--- src/rtl/mch_defines.vh ---
// Purpose: Constants of the machine check handler
// Assumes: 32-bit registers, bit 0 is the most significant bit in the
//          numbering used by software; Verilog index = 31 - bit number
// Notes:   Offsets are byte addresses on the plain register port
`ifndef MCH_DEFINES_VH
`define MCH_DEFINES_VH

// ==========================================================
// Register offsets
`define MCH_OFS_CONFIG 8'h00
`define MCH_OFS_SAVED_STATE 8'h04
`define MCH_OFS_RETURN_ADDR 8'h08
`define MCH_OFS_MACHINE_STATE 8'h0c

// ==========================================================
// Reset values
`define MCH_RST_CONFIG 32'h00000000
`define MCH_RST_SAVED_STATE 32'h00000000
`define MCH_RST_RETURN_ADDR 32'h00000000
`define MCH_RST_MACHINE_STATE 32'h00000000

// ==========================================================
// Configuration register fields
`define MCH_CFG_CHECK_PIN_ENABLE 31
`define MCH_CFG_BUS_PARITY_GENERATE 30
`define MCH_CFG_ADDR_PARITY_CHECK 29
`define MCH_CFG_DATA_PARITY_CHECK 28
`define MCH_CFG_NOT_HARD_RESET 16

// ==========================================================
// Machine state register fields
`define MCH_MS_INT_LITTLE_ENDIAN 16
`define MCH_MS_CHECK_ENABLE 12
`define MCH_MS_EXCEPTION_PREFIX 6
`define MCH_MS_LITTLE_ENDIAN 0

// ==========================================================
// Saved state source flags and copied field
`define MCH_SS_L2_PARITY 20
`define MCH_SS_CHECK_PIN 19
`define MCH_SS_TRANSFER_ERR 18
`define MCH_SS_DATA_PARITY 17
`define MCH_SS_ADDR_PARITY 16
`define MCH_SS_COPY_HI 15

// ==========================================================
// Vector
`define MCH_VEC_OFFSET 32'h00000200
`define MCH_VEC_BASE_HIGH 32'hfff00000
`define MCH_VEC_BASE_LOW 32'h00000000

`endif

--- src/rtl/mch_machine_check.v ---
// Purpose: Machine check exception logic of a processor core
// Assumes: Parity, cache and address error inputs are one-cycle pulses
//          on REF_CLK; check pin, transfer error and soft reset are
//          asynchronous active-low pins
// Notes:   Registers sit on a plain strobe port, read data one cycle later
`include "mch_defines.vh"

module mch_machine_check (
   input wire REF_CLK,
   input wire RST_N,
   input wire SOFT_RESET_N,
   input wire MACHINE_CHECK_PIN_N,
   input wire TRANSFER_ERROR_ACK_N,
   input wire ADDR_PARITY_ERR,
   input wire DATA_PARITY_ERR,
   input wire L1_PARITY_ERR,
   input wire L2_PARITY_ERR,
   input wire NONEXIST_ADDR_ERR,
   input wire [31:0] CURRENT_EA,
   input wire [7:0] REG_ADDR,
   input wire [31:0] REG_WDATA,
   input wire REG_WR,
   input wire REG_RD,
   output reg [31:0] REG_RDATA,
   output reg EXCEPTION_TAKEN,
   output reg [31:0] VECTOR_ADDR,
   output reg CHECKSTOP,
   output reg LATCH_FREEZE,
   output reg PARITY_GEN_EN
);

   // ==========================================================
   // Pin synchronisers
   reg pin_s1;
   reg pin_s2;
   reg pin_d;
   reg tea_s1;
   reg tea_s2;
   reg tea_d;
   reg srst_s1;
   reg srst_s2;
   reg srst_d;

   always @(posedge REF_CLK or negedge RST_N) begin
      if (!RST_N) begin
         pin_s1 <= 1'b1;
         pin_s2 <= 1'b1;
         pin_d <= 1'b1;
      end else begin
         pin_s1 <= MACHINE_CHECK_PIN_N;
         pin_s2 <= pin_s1;
         pin_d <= pin_s2;
      end
   end

   always @(posedge REF_CLK or negedge RST_N) begin
      if (!RST_N) begin
         tea_s1 <= 1'b1;
         tea_s2 <= 1'b1;
         tea_d <= 1'b1;
      end else begin
         tea_s1 <= TRANSFER_ERROR_ACK_N;
         tea_s2 <= tea_s1;
         tea_d <= tea_s2;
      end
   end

   always @(posedge REF_CLK or negedge RST_N) begin
      if (!RST_N) begin
         srst_s1 <= 1'b1;
         srst_s2 <= 1'b1;
         srst_d <= 1'b1;
      end else begin
         srst_s1 <= SOFT_RESET_N;
         srst_s2 <= srst_s1;
         srst_d <= srst_s2;
      end
   end

   // Falling edges of the active-low pins
   wire pin_fall = pin_d & ~pin_s2;
   wire tea_fall = tea_d & ~tea_s2;
   wire soft_reset = srst_d & ~srst_s2;

   // ==========================================================
   // Registers
   reg [31:0] config_reg;
   reg [31:0] saved_state;
   reg [31:0] return_addr;
   reg [31:0] machine_state;

   wire check_enable = machine_state[`MCH_MS_CHECK_ENABLE];
   wire prefix = machine_state[`MCH_MS_EXCEPTION_PREFIX];

   // ==========================================================
   // Source qualification
   wire src_pin = pin_fall & config_reg[`MCH_CFG_CHECK_PIN_ENABLE];
   wire src_addr = ADDR_PARITY_ERR & config_reg[`MCH_CFG_ADDR_PARITY_CHECK];
   wire src_data = DATA_PARITY_ERR & config_reg[`MCH_CFG_DATA_PARITY_CHECK];
   // Taken whenever it arrives, not tied to any instruction
   wire src_tea = tea_fall;
   wire src_l1 = L1_PARITY_ERR;
   wire src_l2 = L2_PARITY_ERR;
   // Deferred errors arrive whenever the write-back reports them
   wire src_nonexist = NONEXIST_ADDR_ERR;

   // Any enabled source raises the condition, except while CHECKSTOP is set
   wire check_event = ~CHECKSTOP &
      (src_pin | src_addr | src_data | src_tea | src_l1 | src_l2 | src_nonexist);

   wire take_exc = check_event & check_enable;
   wire go_stop = check_event & ~check_enable;

   // ==========================================================
   // Vector address
   function [31:0] vector_of;
      input p;
      begin
         if (p) begin
            vector_of = `MCH_VEC_BASE_HIGH | `MCH_VEC_OFFSET;
         end else begin
            vector_of = `MCH_VEC_BASE_LOW | `MCH_VEC_OFFSET;
         end
      end
   endfunction

   // ==========================================================
   // Next register values
   reg [31:0] next_saved_state;
   reg [31:0] next_machine_state;

   always @* begin
      next_saved_state = 32'h00000000;
      next_saved_state[`MCH_SS_COPY_HI:0] = machine_state[`MCH_SS_COPY_HI:0];
      next_saved_state[`MCH_SS_L2_PARITY] = src_l2;
      next_saved_state[`MCH_SS_CHECK_PIN] = src_pin;
      next_saved_state[`MCH_SS_TRANSFER_ERR] = src_tea;
      next_saved_state[`MCH_SS_DATA_PARITY] = src_data;
      next_saved_state[`MCH_SS_ADDR_PARITY] = src_addr;
   end

   always @* begin
      next_machine_state = 32'h00000000;
      next_machine_state[`MCH_MS_INT_LITTLE_ENDIAN] = machine_state[`MCH_MS_INT_LITTLE_ENDIAN];
      next_machine_state[`MCH_MS_EXCEPTION_PREFIX] = prefix;
      next_machine_state[`MCH_MS_LITTLE_ENDIAN] = machine_state[`MCH_MS_INT_LITTLE_ENDIAN];
   end

   // ==========================================================
   // Register decode
   function reg_hit;
      input [7:0] a;
      input [7:0] ofs;
      begin
         reg_hit = (a == ofs);
      end
   endfunction

   wire wr_ok = REG_WR & ~CHECKSTOP;
   wire wr_config = wr_ok & reg_hit(REG_ADDR, `MCH_OFS_CONFIG);
   wire wr_saved = wr_ok & reg_hit(REG_ADDR, `MCH_OFS_SAVED_STATE);
   wire wr_return = wr_ok & reg_hit(REG_ADDR, `MCH_OFS_RETURN_ADDR);
   wire wr_state = wr_ok & reg_hit(REG_ADDR, `MCH_OFS_MACHINE_STATE);

   // ==========================================================
   // Configuration register
   // Only hard reset reaches this register; soft reset leaves it
   always @(posedge REF_CLK or negedge RST_N) begin
      if (!RST_N) begin
         config_reg <= `MCH_RST_CONFIG;
      end else if (wr_config) begin
         config_reg <= REG_WDATA;
      end
   end

   // ==========================================================
   // Exception state registers
   // An exception outranks a software write in the same cycle
   always @(posedge REF_CLK or negedge RST_N) begin
      if (!RST_N) begin
         saved_state <= `MCH_RST_SAVED_STATE;
      end else if (take_exc) begin
         saved_state <= next_saved_state;
      end else if (wr_saved) begin
         saved_state <= REG_WDATA;
      end
   end

   always @(posedge REF_CLK or negedge RST_N) begin
      if (!RST_N) begin
         return_addr <= `MCH_RST_RETURN_ADDR;
      end else if (take_exc) begin
         return_addr <= CURRENT_EA;
      end else if (wr_return) begin
         return_addr <= REG_WDATA;
      end
   end

   always @(posedge REF_CLK or negedge RST_N) begin
      if (!RST_N) begin
         machine_state <= `MCH_RST_MACHINE_STATE;
      end else if (take_exc) begin
         machine_state <= next_machine_state;
      end else if (wr_state) begin
         machine_state <= REG_WDATA;
      end
   end

   // ==========================================================
   // Exception outputs
   always @(posedge REF_CLK or negedge RST_N) begin
      if (!RST_N) begin
         EXCEPTION_TAKEN <= 1'b0;
      end else begin
         EXCEPTION_TAKEN <= take_exc;
      end
   end

   always @(posedge REF_CLK or negedge RST_N) begin
      if (!RST_N) begin
         VECTOR_ADDR <= `MCH_VEC_BASE_LOW | `MCH_VEC_OFFSET;
      end else if (take_exc) begin
         VECTOR_ADDR <= vector_of(prefix);
      end
   end

   // ==========================================================
   // Checkstop and freeze
   always @(posedge REF_CLK or negedge RST_N) begin
      if (!RST_N) begin
         CHECKSTOP <= 1'b0;
         LATCH_FREEZE <= 1'b0;
      end else if (go_stop) begin
         // A new check outranks a soft reset edge in the same cycle
         CHECKSTOP <= 1'b1;
         LATCH_FREEZE <= 1'b1;
      end else if (soft_reset) begin
         CHECKSTOP <= 1'b0;
         LATCH_FREEZE <= 1'b0;
      end else begin
         LATCH_FREEZE <= CHECKSTOP;
      end
   end

   // ==========================================================
   // Parity generation control
   // Software is expected to clear both check bits along with this one
   always @(posedge REF_CLK or negedge RST_N) begin
      if (!RST_N) begin
         PARITY_GEN_EN <= 1'b0;
      end else begin
         PARITY_GEN_EN <= config_reg[`MCH_CFG_BUS_PARITY_GENERATE];
      end
   end

   // ==========================================================
   // Read port
   always @(posedge REF_CLK or negedge RST_N) begin
      if (!RST_N) begin
         REG_RDATA <= 32'h00000000;
      end else if (REG_RD) begin
         case (REG_ADDR)
            `MCH_OFS_CONFIG: begin
               REG_RDATA <= config_reg;
            end
            `MCH_OFS_SAVED_STATE: begin
               REG_RDATA <= saved_state;
            end
            `MCH_OFS_RETURN_ADDR: begin
               REG_RDATA <= return_addr;
            end
            `MCH_OFS_MACHINE_STATE: begin
               REG_RDATA <= machine_state;
            end
            default: begin
               REG_RDATA <= 32'h00000000;
            end
         endcase
      end else begin
         REG_RDATA <= 32'h00000000;
      end
   end

endmodule

--- config.mk ---
export PLATFORM = sky130hd
export DESIGN_NAME = mch_machine_check
export DESIGN_NICKNAME = d
export VERILOG_FILES = /design/src/rtl/mch_machine_check.v
export VERILOG_INCLUDE_DIRS = /design/src /design/src/rtl
export SDC_FILE = /design/constraint.sdc
export NUM_CORES = 1
export LEC_CHECK = 0
export BUFFER_PORTS_ARGS = -buffer_cell sky130_fd_sc_hd__clkbuf_2
export CAP_MARGIN = 10
export CORE_AREA = 2 2 118 120
export DETAILED_ROUTE_END_ITERATION = 16
export DIE_AREA = 0 0 120 122
export GPL_TIMING_DRIVEN = 0
export PLACE_DENSITY = 0.94
export SYNTH_ARGS = -nofsm -noshare
export SYNTH_HDL_FRONTEND = slang
export SYNTH_SLANG_ARGS = --single-unit
--- constraint.sdc ---
create_clock -name REF_CLK -period 2.34 [get_ports REF_CLK]
set_input_delay 0.234 -clock REF_CLK [delete_from_list [all_inputs] [get_ports REF_CLK]]
set_output_delay 0.234 -clock REF_CLK [all_outputs]
set_load 0.01 [all_outputs]
Word-level counts from Yosys, hierarchy flattened --
Cells that the tools add are included.
Storage, ports and cells: bits of input ports 84, logic and storage cells 65, output and inout port bits 68, bits in registers 204
Cells by class: reductions and logical operators 6, bitwise gates (word level) 26, mux-type cells 11, equality and inequality tests 3
Operators by type and width (number):
- $mux W32 | 8
- $pmux W32 S4 | 1
- $eq A8 B4 Y1 const B | 2
- $and A1 B1 Y1 | 14
- $eq A8 B3 Y1 const B | 1
- $logic_not A8 Y1 | 1
- $reduce_bool A2 Y1 | 4
- $not A1 Y1 | 6
- $or A1 B1 Y1 | 6
- $mux W1 | 2
- $reduce_and A2 Y1 | 1

Depth between registers and ports, before layout --
depth in word-level cells 13, gate-level depth with buffers 7, mapped depth without buffers 4

Worst setup path before layout --
OpenSTA, ideal clock, no wires.
kind flip-flop to flip-flop, start reg LATCH_FREEZE (netlist name), end reg saved_state[12], setup slack 0.712 ns, buffers on the path 2, library setup time 0.124 ns, data required time 2.216 ns, data arrival time 1.504 ns, cell stages (with the launch flop) 6, period minus slack after synthesis 1.628 ns, cell sequence dfrtp_1 nor4b_4 nand4b_1 buf_2 buf_6 a211o_1
RTL lines:
- end signal: assignment | RTL line mch_machine_check.v:181 | saved_state <= `MCH_RST_SAVED_STATE;
- end signal: assignment | RTL line mch_machine_check.v:183 | saved_state <= next_saved_state;
- end: declaration | RTL line mch_machine_check.v:88 | reg [31:0] saved_state;

==> summary.md <==
| Metric | Value |
|---|---|
| Nets | `898` |
| Ranking of synthesized cells by area | `dfrtp_1 52%, mux4_2 9.2%, mux2i_1 8.7%, nand2_1 5.3%, mux2_2 4.2%` |
| Top cells by instance count after synthesis | `164 x dfrtp_1, 111 x nand2_1, 68 x mux2i_1, 45 x o21ai_0, 34 x buf_4` |
| Placer Congestion | `0.854` |
| EDFF count, synth | `0` |
| Unique masters post-synth | `34` |
| Most used cell, CP | `clkbuf_1` |
| Synth Area in XOR/XNOR | `0%` |
| First-pass GRT wire length | `31900 um` |
| Slew HR | `52.1%` |
| Vias per cell | `5.79` |
| Overall power | `6.45 mW` |
| DRC viols | `0` |
| Synthesized area | `7820 sq um` |
| Die X | `120 um` |
| IO Count | `152` |
| WL per Instance | `20.1 um` |
| Core area | `13500 sq um` |
| Setup TNS | `0 ns` |
| Fin crit period | `2.18 ns` |
| Outcome | `finished clean` |
| GRT Util Overall | `29.1%` |
| GRT overflow | `0` |
| Vias in the first global route | `5923` |
| Critical Path End Type | `register` |
| CTS Buffer Depth | `2` |
| Final Routed Wirelength | `20300 um` |
| Post-route ant nets | `0` |
| Post-synth ARST share | `100%` |
| Setup WS pre-CTS | `0.263 ns` |
| RSZ-0062 raised after global routing | `no` |
| Hpwl dp | `13100 um` |
| Fmax achieved | `458 MHz` |
| Num rows | `43` |
| Clock root cell | `clkbuf_16` |
| Final Util | `70.1%` |
| Die area | `14600 sq um` |
| Max-slew violation count | `0` |
| Min-Delay Path Class | `in2reg` |
| Kind of critical path | `reg2reg` |
| Simple-Gate Fraction of Synth Area | `10.2%` |
| YS warnings | `0` |
| CP max stage cell | `dfrtp_1` |
| Syn Area/Cell | `12.2 sq um` |
| Post-route clock period utilization | `93.3%` |
| Count leader, synth | `dfrtp_1` |
| Initial DRC count | `662` |
| Max Cap Viol | `0` |
| Crit start category | `register` |
| Power density cells | `681 nW/um^2` |
| CTS clock-pin slew for the worst setup and hold paths | `0.07 ns` |
| Clk_skew | `0.00736 ns` |
| Required @ worst endpoint | `2.65 ns` |
| Initial antenna violation count | `0` |
| Worst Tran Pin Value | `0.718 ns` |
| CP Max Fanout | `10` |
| Synth top area share | `52.5%` |
| Post-Synthesis Cells | `641` |
| Fraction of layout instances using a drive strength above 1 | `35.6%` |
| TritonCTS Buffers | `17` |
| Initial Util | `57.9%` |
| WP data arrival | `2.50 ns` |
| Worst ir drop on vdd | `0.590 mV` |
| Critical Path Max Stage Delay | `0.50 ns` |
| Post-CTS setup buffers | `0` |
| Final hold slack | `0.00547 ns` |
| Setup slack after layout | `0.156 ns` |
| Synthesized flop and latch total | `173` |
| CTS tree | `done` |
| Vias | `5828` |
| IO buf count | `129` |
| Primary FF master, synth | `dfrtp_1` |
| # H-tree levels | `4` |
| DRT Pass-1 Iters | `5` |
| Post-Synth Adder-Cell Area | `0%` |
| Post-synthesis mux area share | `22.7%` |
| Leakage power | `4.93 nW` |
| P&R area growth vs syn | `21.1%` |
| Post-synthesis compound-gate area fraction | `5.66%` |
| Sequential fraction of the synthesis area | `55.5%` |
| WP buf/inv | `2` |
| Critical-path cell list | `nor4b_4 -> nand4_1 -> clkbuf_1 -> clkbuf_1 -> nand2_1 -> a21oi_1` |
| Largest area contributor in the netlist | `dfrtp_1` |
| Skew-Pair Late Insertion Delay | `0.44 ns` |
| Family with the most delay on the worst path | `simple AND/OR/NAND/NOR gates` |
| Largest family of logic cells by synthesized area | `multiplexers` |
| Final-report setup violation count | `0` |
| Clk sinks | `173` |
| Largest net degree at the start of global routing | `94` |
| Die height | `122 um` |
| Final hold viol count | `0` |
| Antenna Cells | `0` |
==> tightest hold or removal path: stages <==
cell      delay, ns
clkbuf_2       0.07
nand2_1        0.04
o21ai_0        0.06
==> layer usage <==
layer / GRT usage [%] / vias up / wire (um)
li1: - / 2505 / -
met1: 36.2 / 2911 / 7560
met2: 47.9 / 336 / 10300
met3: 6.37 / 76 / 1520
met4: 15.7 / 0 / 876
met5: 0 / - / 0
==> metrics by stage <==
step | area (sq um) | instances
2_1_floorplan | 7890 | 659
3_3_place_gp | 8760 | 968
3_5_place_dp | 8790 | 969
4_1_cts | 9470 | 1007
5_1_grt | 9470 | 1007
6_report | 9470 | 1007
==> logic make-up after synthesis <==
kind of cell,Yosys count
mux,133
flops,173
buf+inv,78
compound gates,85
other cells,2
simple gates,170
==> report_power, final <==
part           switching (mW)  internal [mW]  total, mW
registers              0.0435           3.06       3.11
clock network            1.19           1.74       2.93
logic                   0.217          0.198      0.414
==> path summary, 6_finish.rpt <==
path	start	end	slack [ns]	depth (start not counted)
worst max-delay path	LATCH_FREEZE$_DFFE_PN0P_	machine_state[5]$_DFFE_PN0P_	0.16	6
worst min-delay path	CURRENT_EA[22]	return_addr[22]$_DFFE_PN0P_	0.005	3
worst max register to register	LATCH_FREEZE$_DFFE_PN0P_	machine_state[5]$_DFFE_PN0P_	0.16	6
worst min register to register	tea_s1$_DFF_PN1_	tea_s2$_DFF_PN1_	0.36	0
max in group asynchronous	RST_N	tea_d$_DFF_PN1_	1.09	3
min in group asynchronous	RST_N	REG_RDATA[3]$_DFF_PN0_	0.39	2
==> area by class of cell <==
| type | instances | area [sq um] |
|---|---|---|
| fill | 879 | 4030 |
| buffer | 76 | 449 |
| multi-input combinational | 408 | 3090 |
| clock inverter | 13 | 164 |
| tap | 180 | 225 |
| inverter | 2 | 7.51 |
| timing repair buffer | 136 | 742 |
| sequential | 173 | 4340 |
| clock buffer | 19 | 453 |
==> placed cells by master, fill, tap and decap left out, types with 2 or more instances in the layout <==
master         synthesis  routed
clkbuf_2               0     128
nor2_1                14      14
mux4_2                32      32
buf_2                 23      23
clkbuf_8               0       3
clkinv_2               0       3
mux2_2                29      29
nand2_1              111     111
mux2_1                 4       4
nor2b_1               32      32
inv_6                  0       2
conb_1                 2      20
o21ai_1                6       6
a21oi_1               29      29
buf_4                 34      34
inv_1                  2       2
clkinvlp_4             0       2
clkbuf_16              0      17
o21ai_0               45      45
clkinv_4               0       3
clkbuf_1              17      17
dfrtp_1              164     164
bufinv_16              0       3
mux2i_1               68      68
a41oi_1                2       2
dfstp_2                9       9
nand2b_1               3       3
dlygate4sd3_1          0       6
==> what timing repair did <==
action                                 CTS  global route
gates resized for setup                  0             0
endpoints found under the hold margin   85             0
hold buffers                             6             0
No activity file was read; power rests on OpenSTA's default activity.
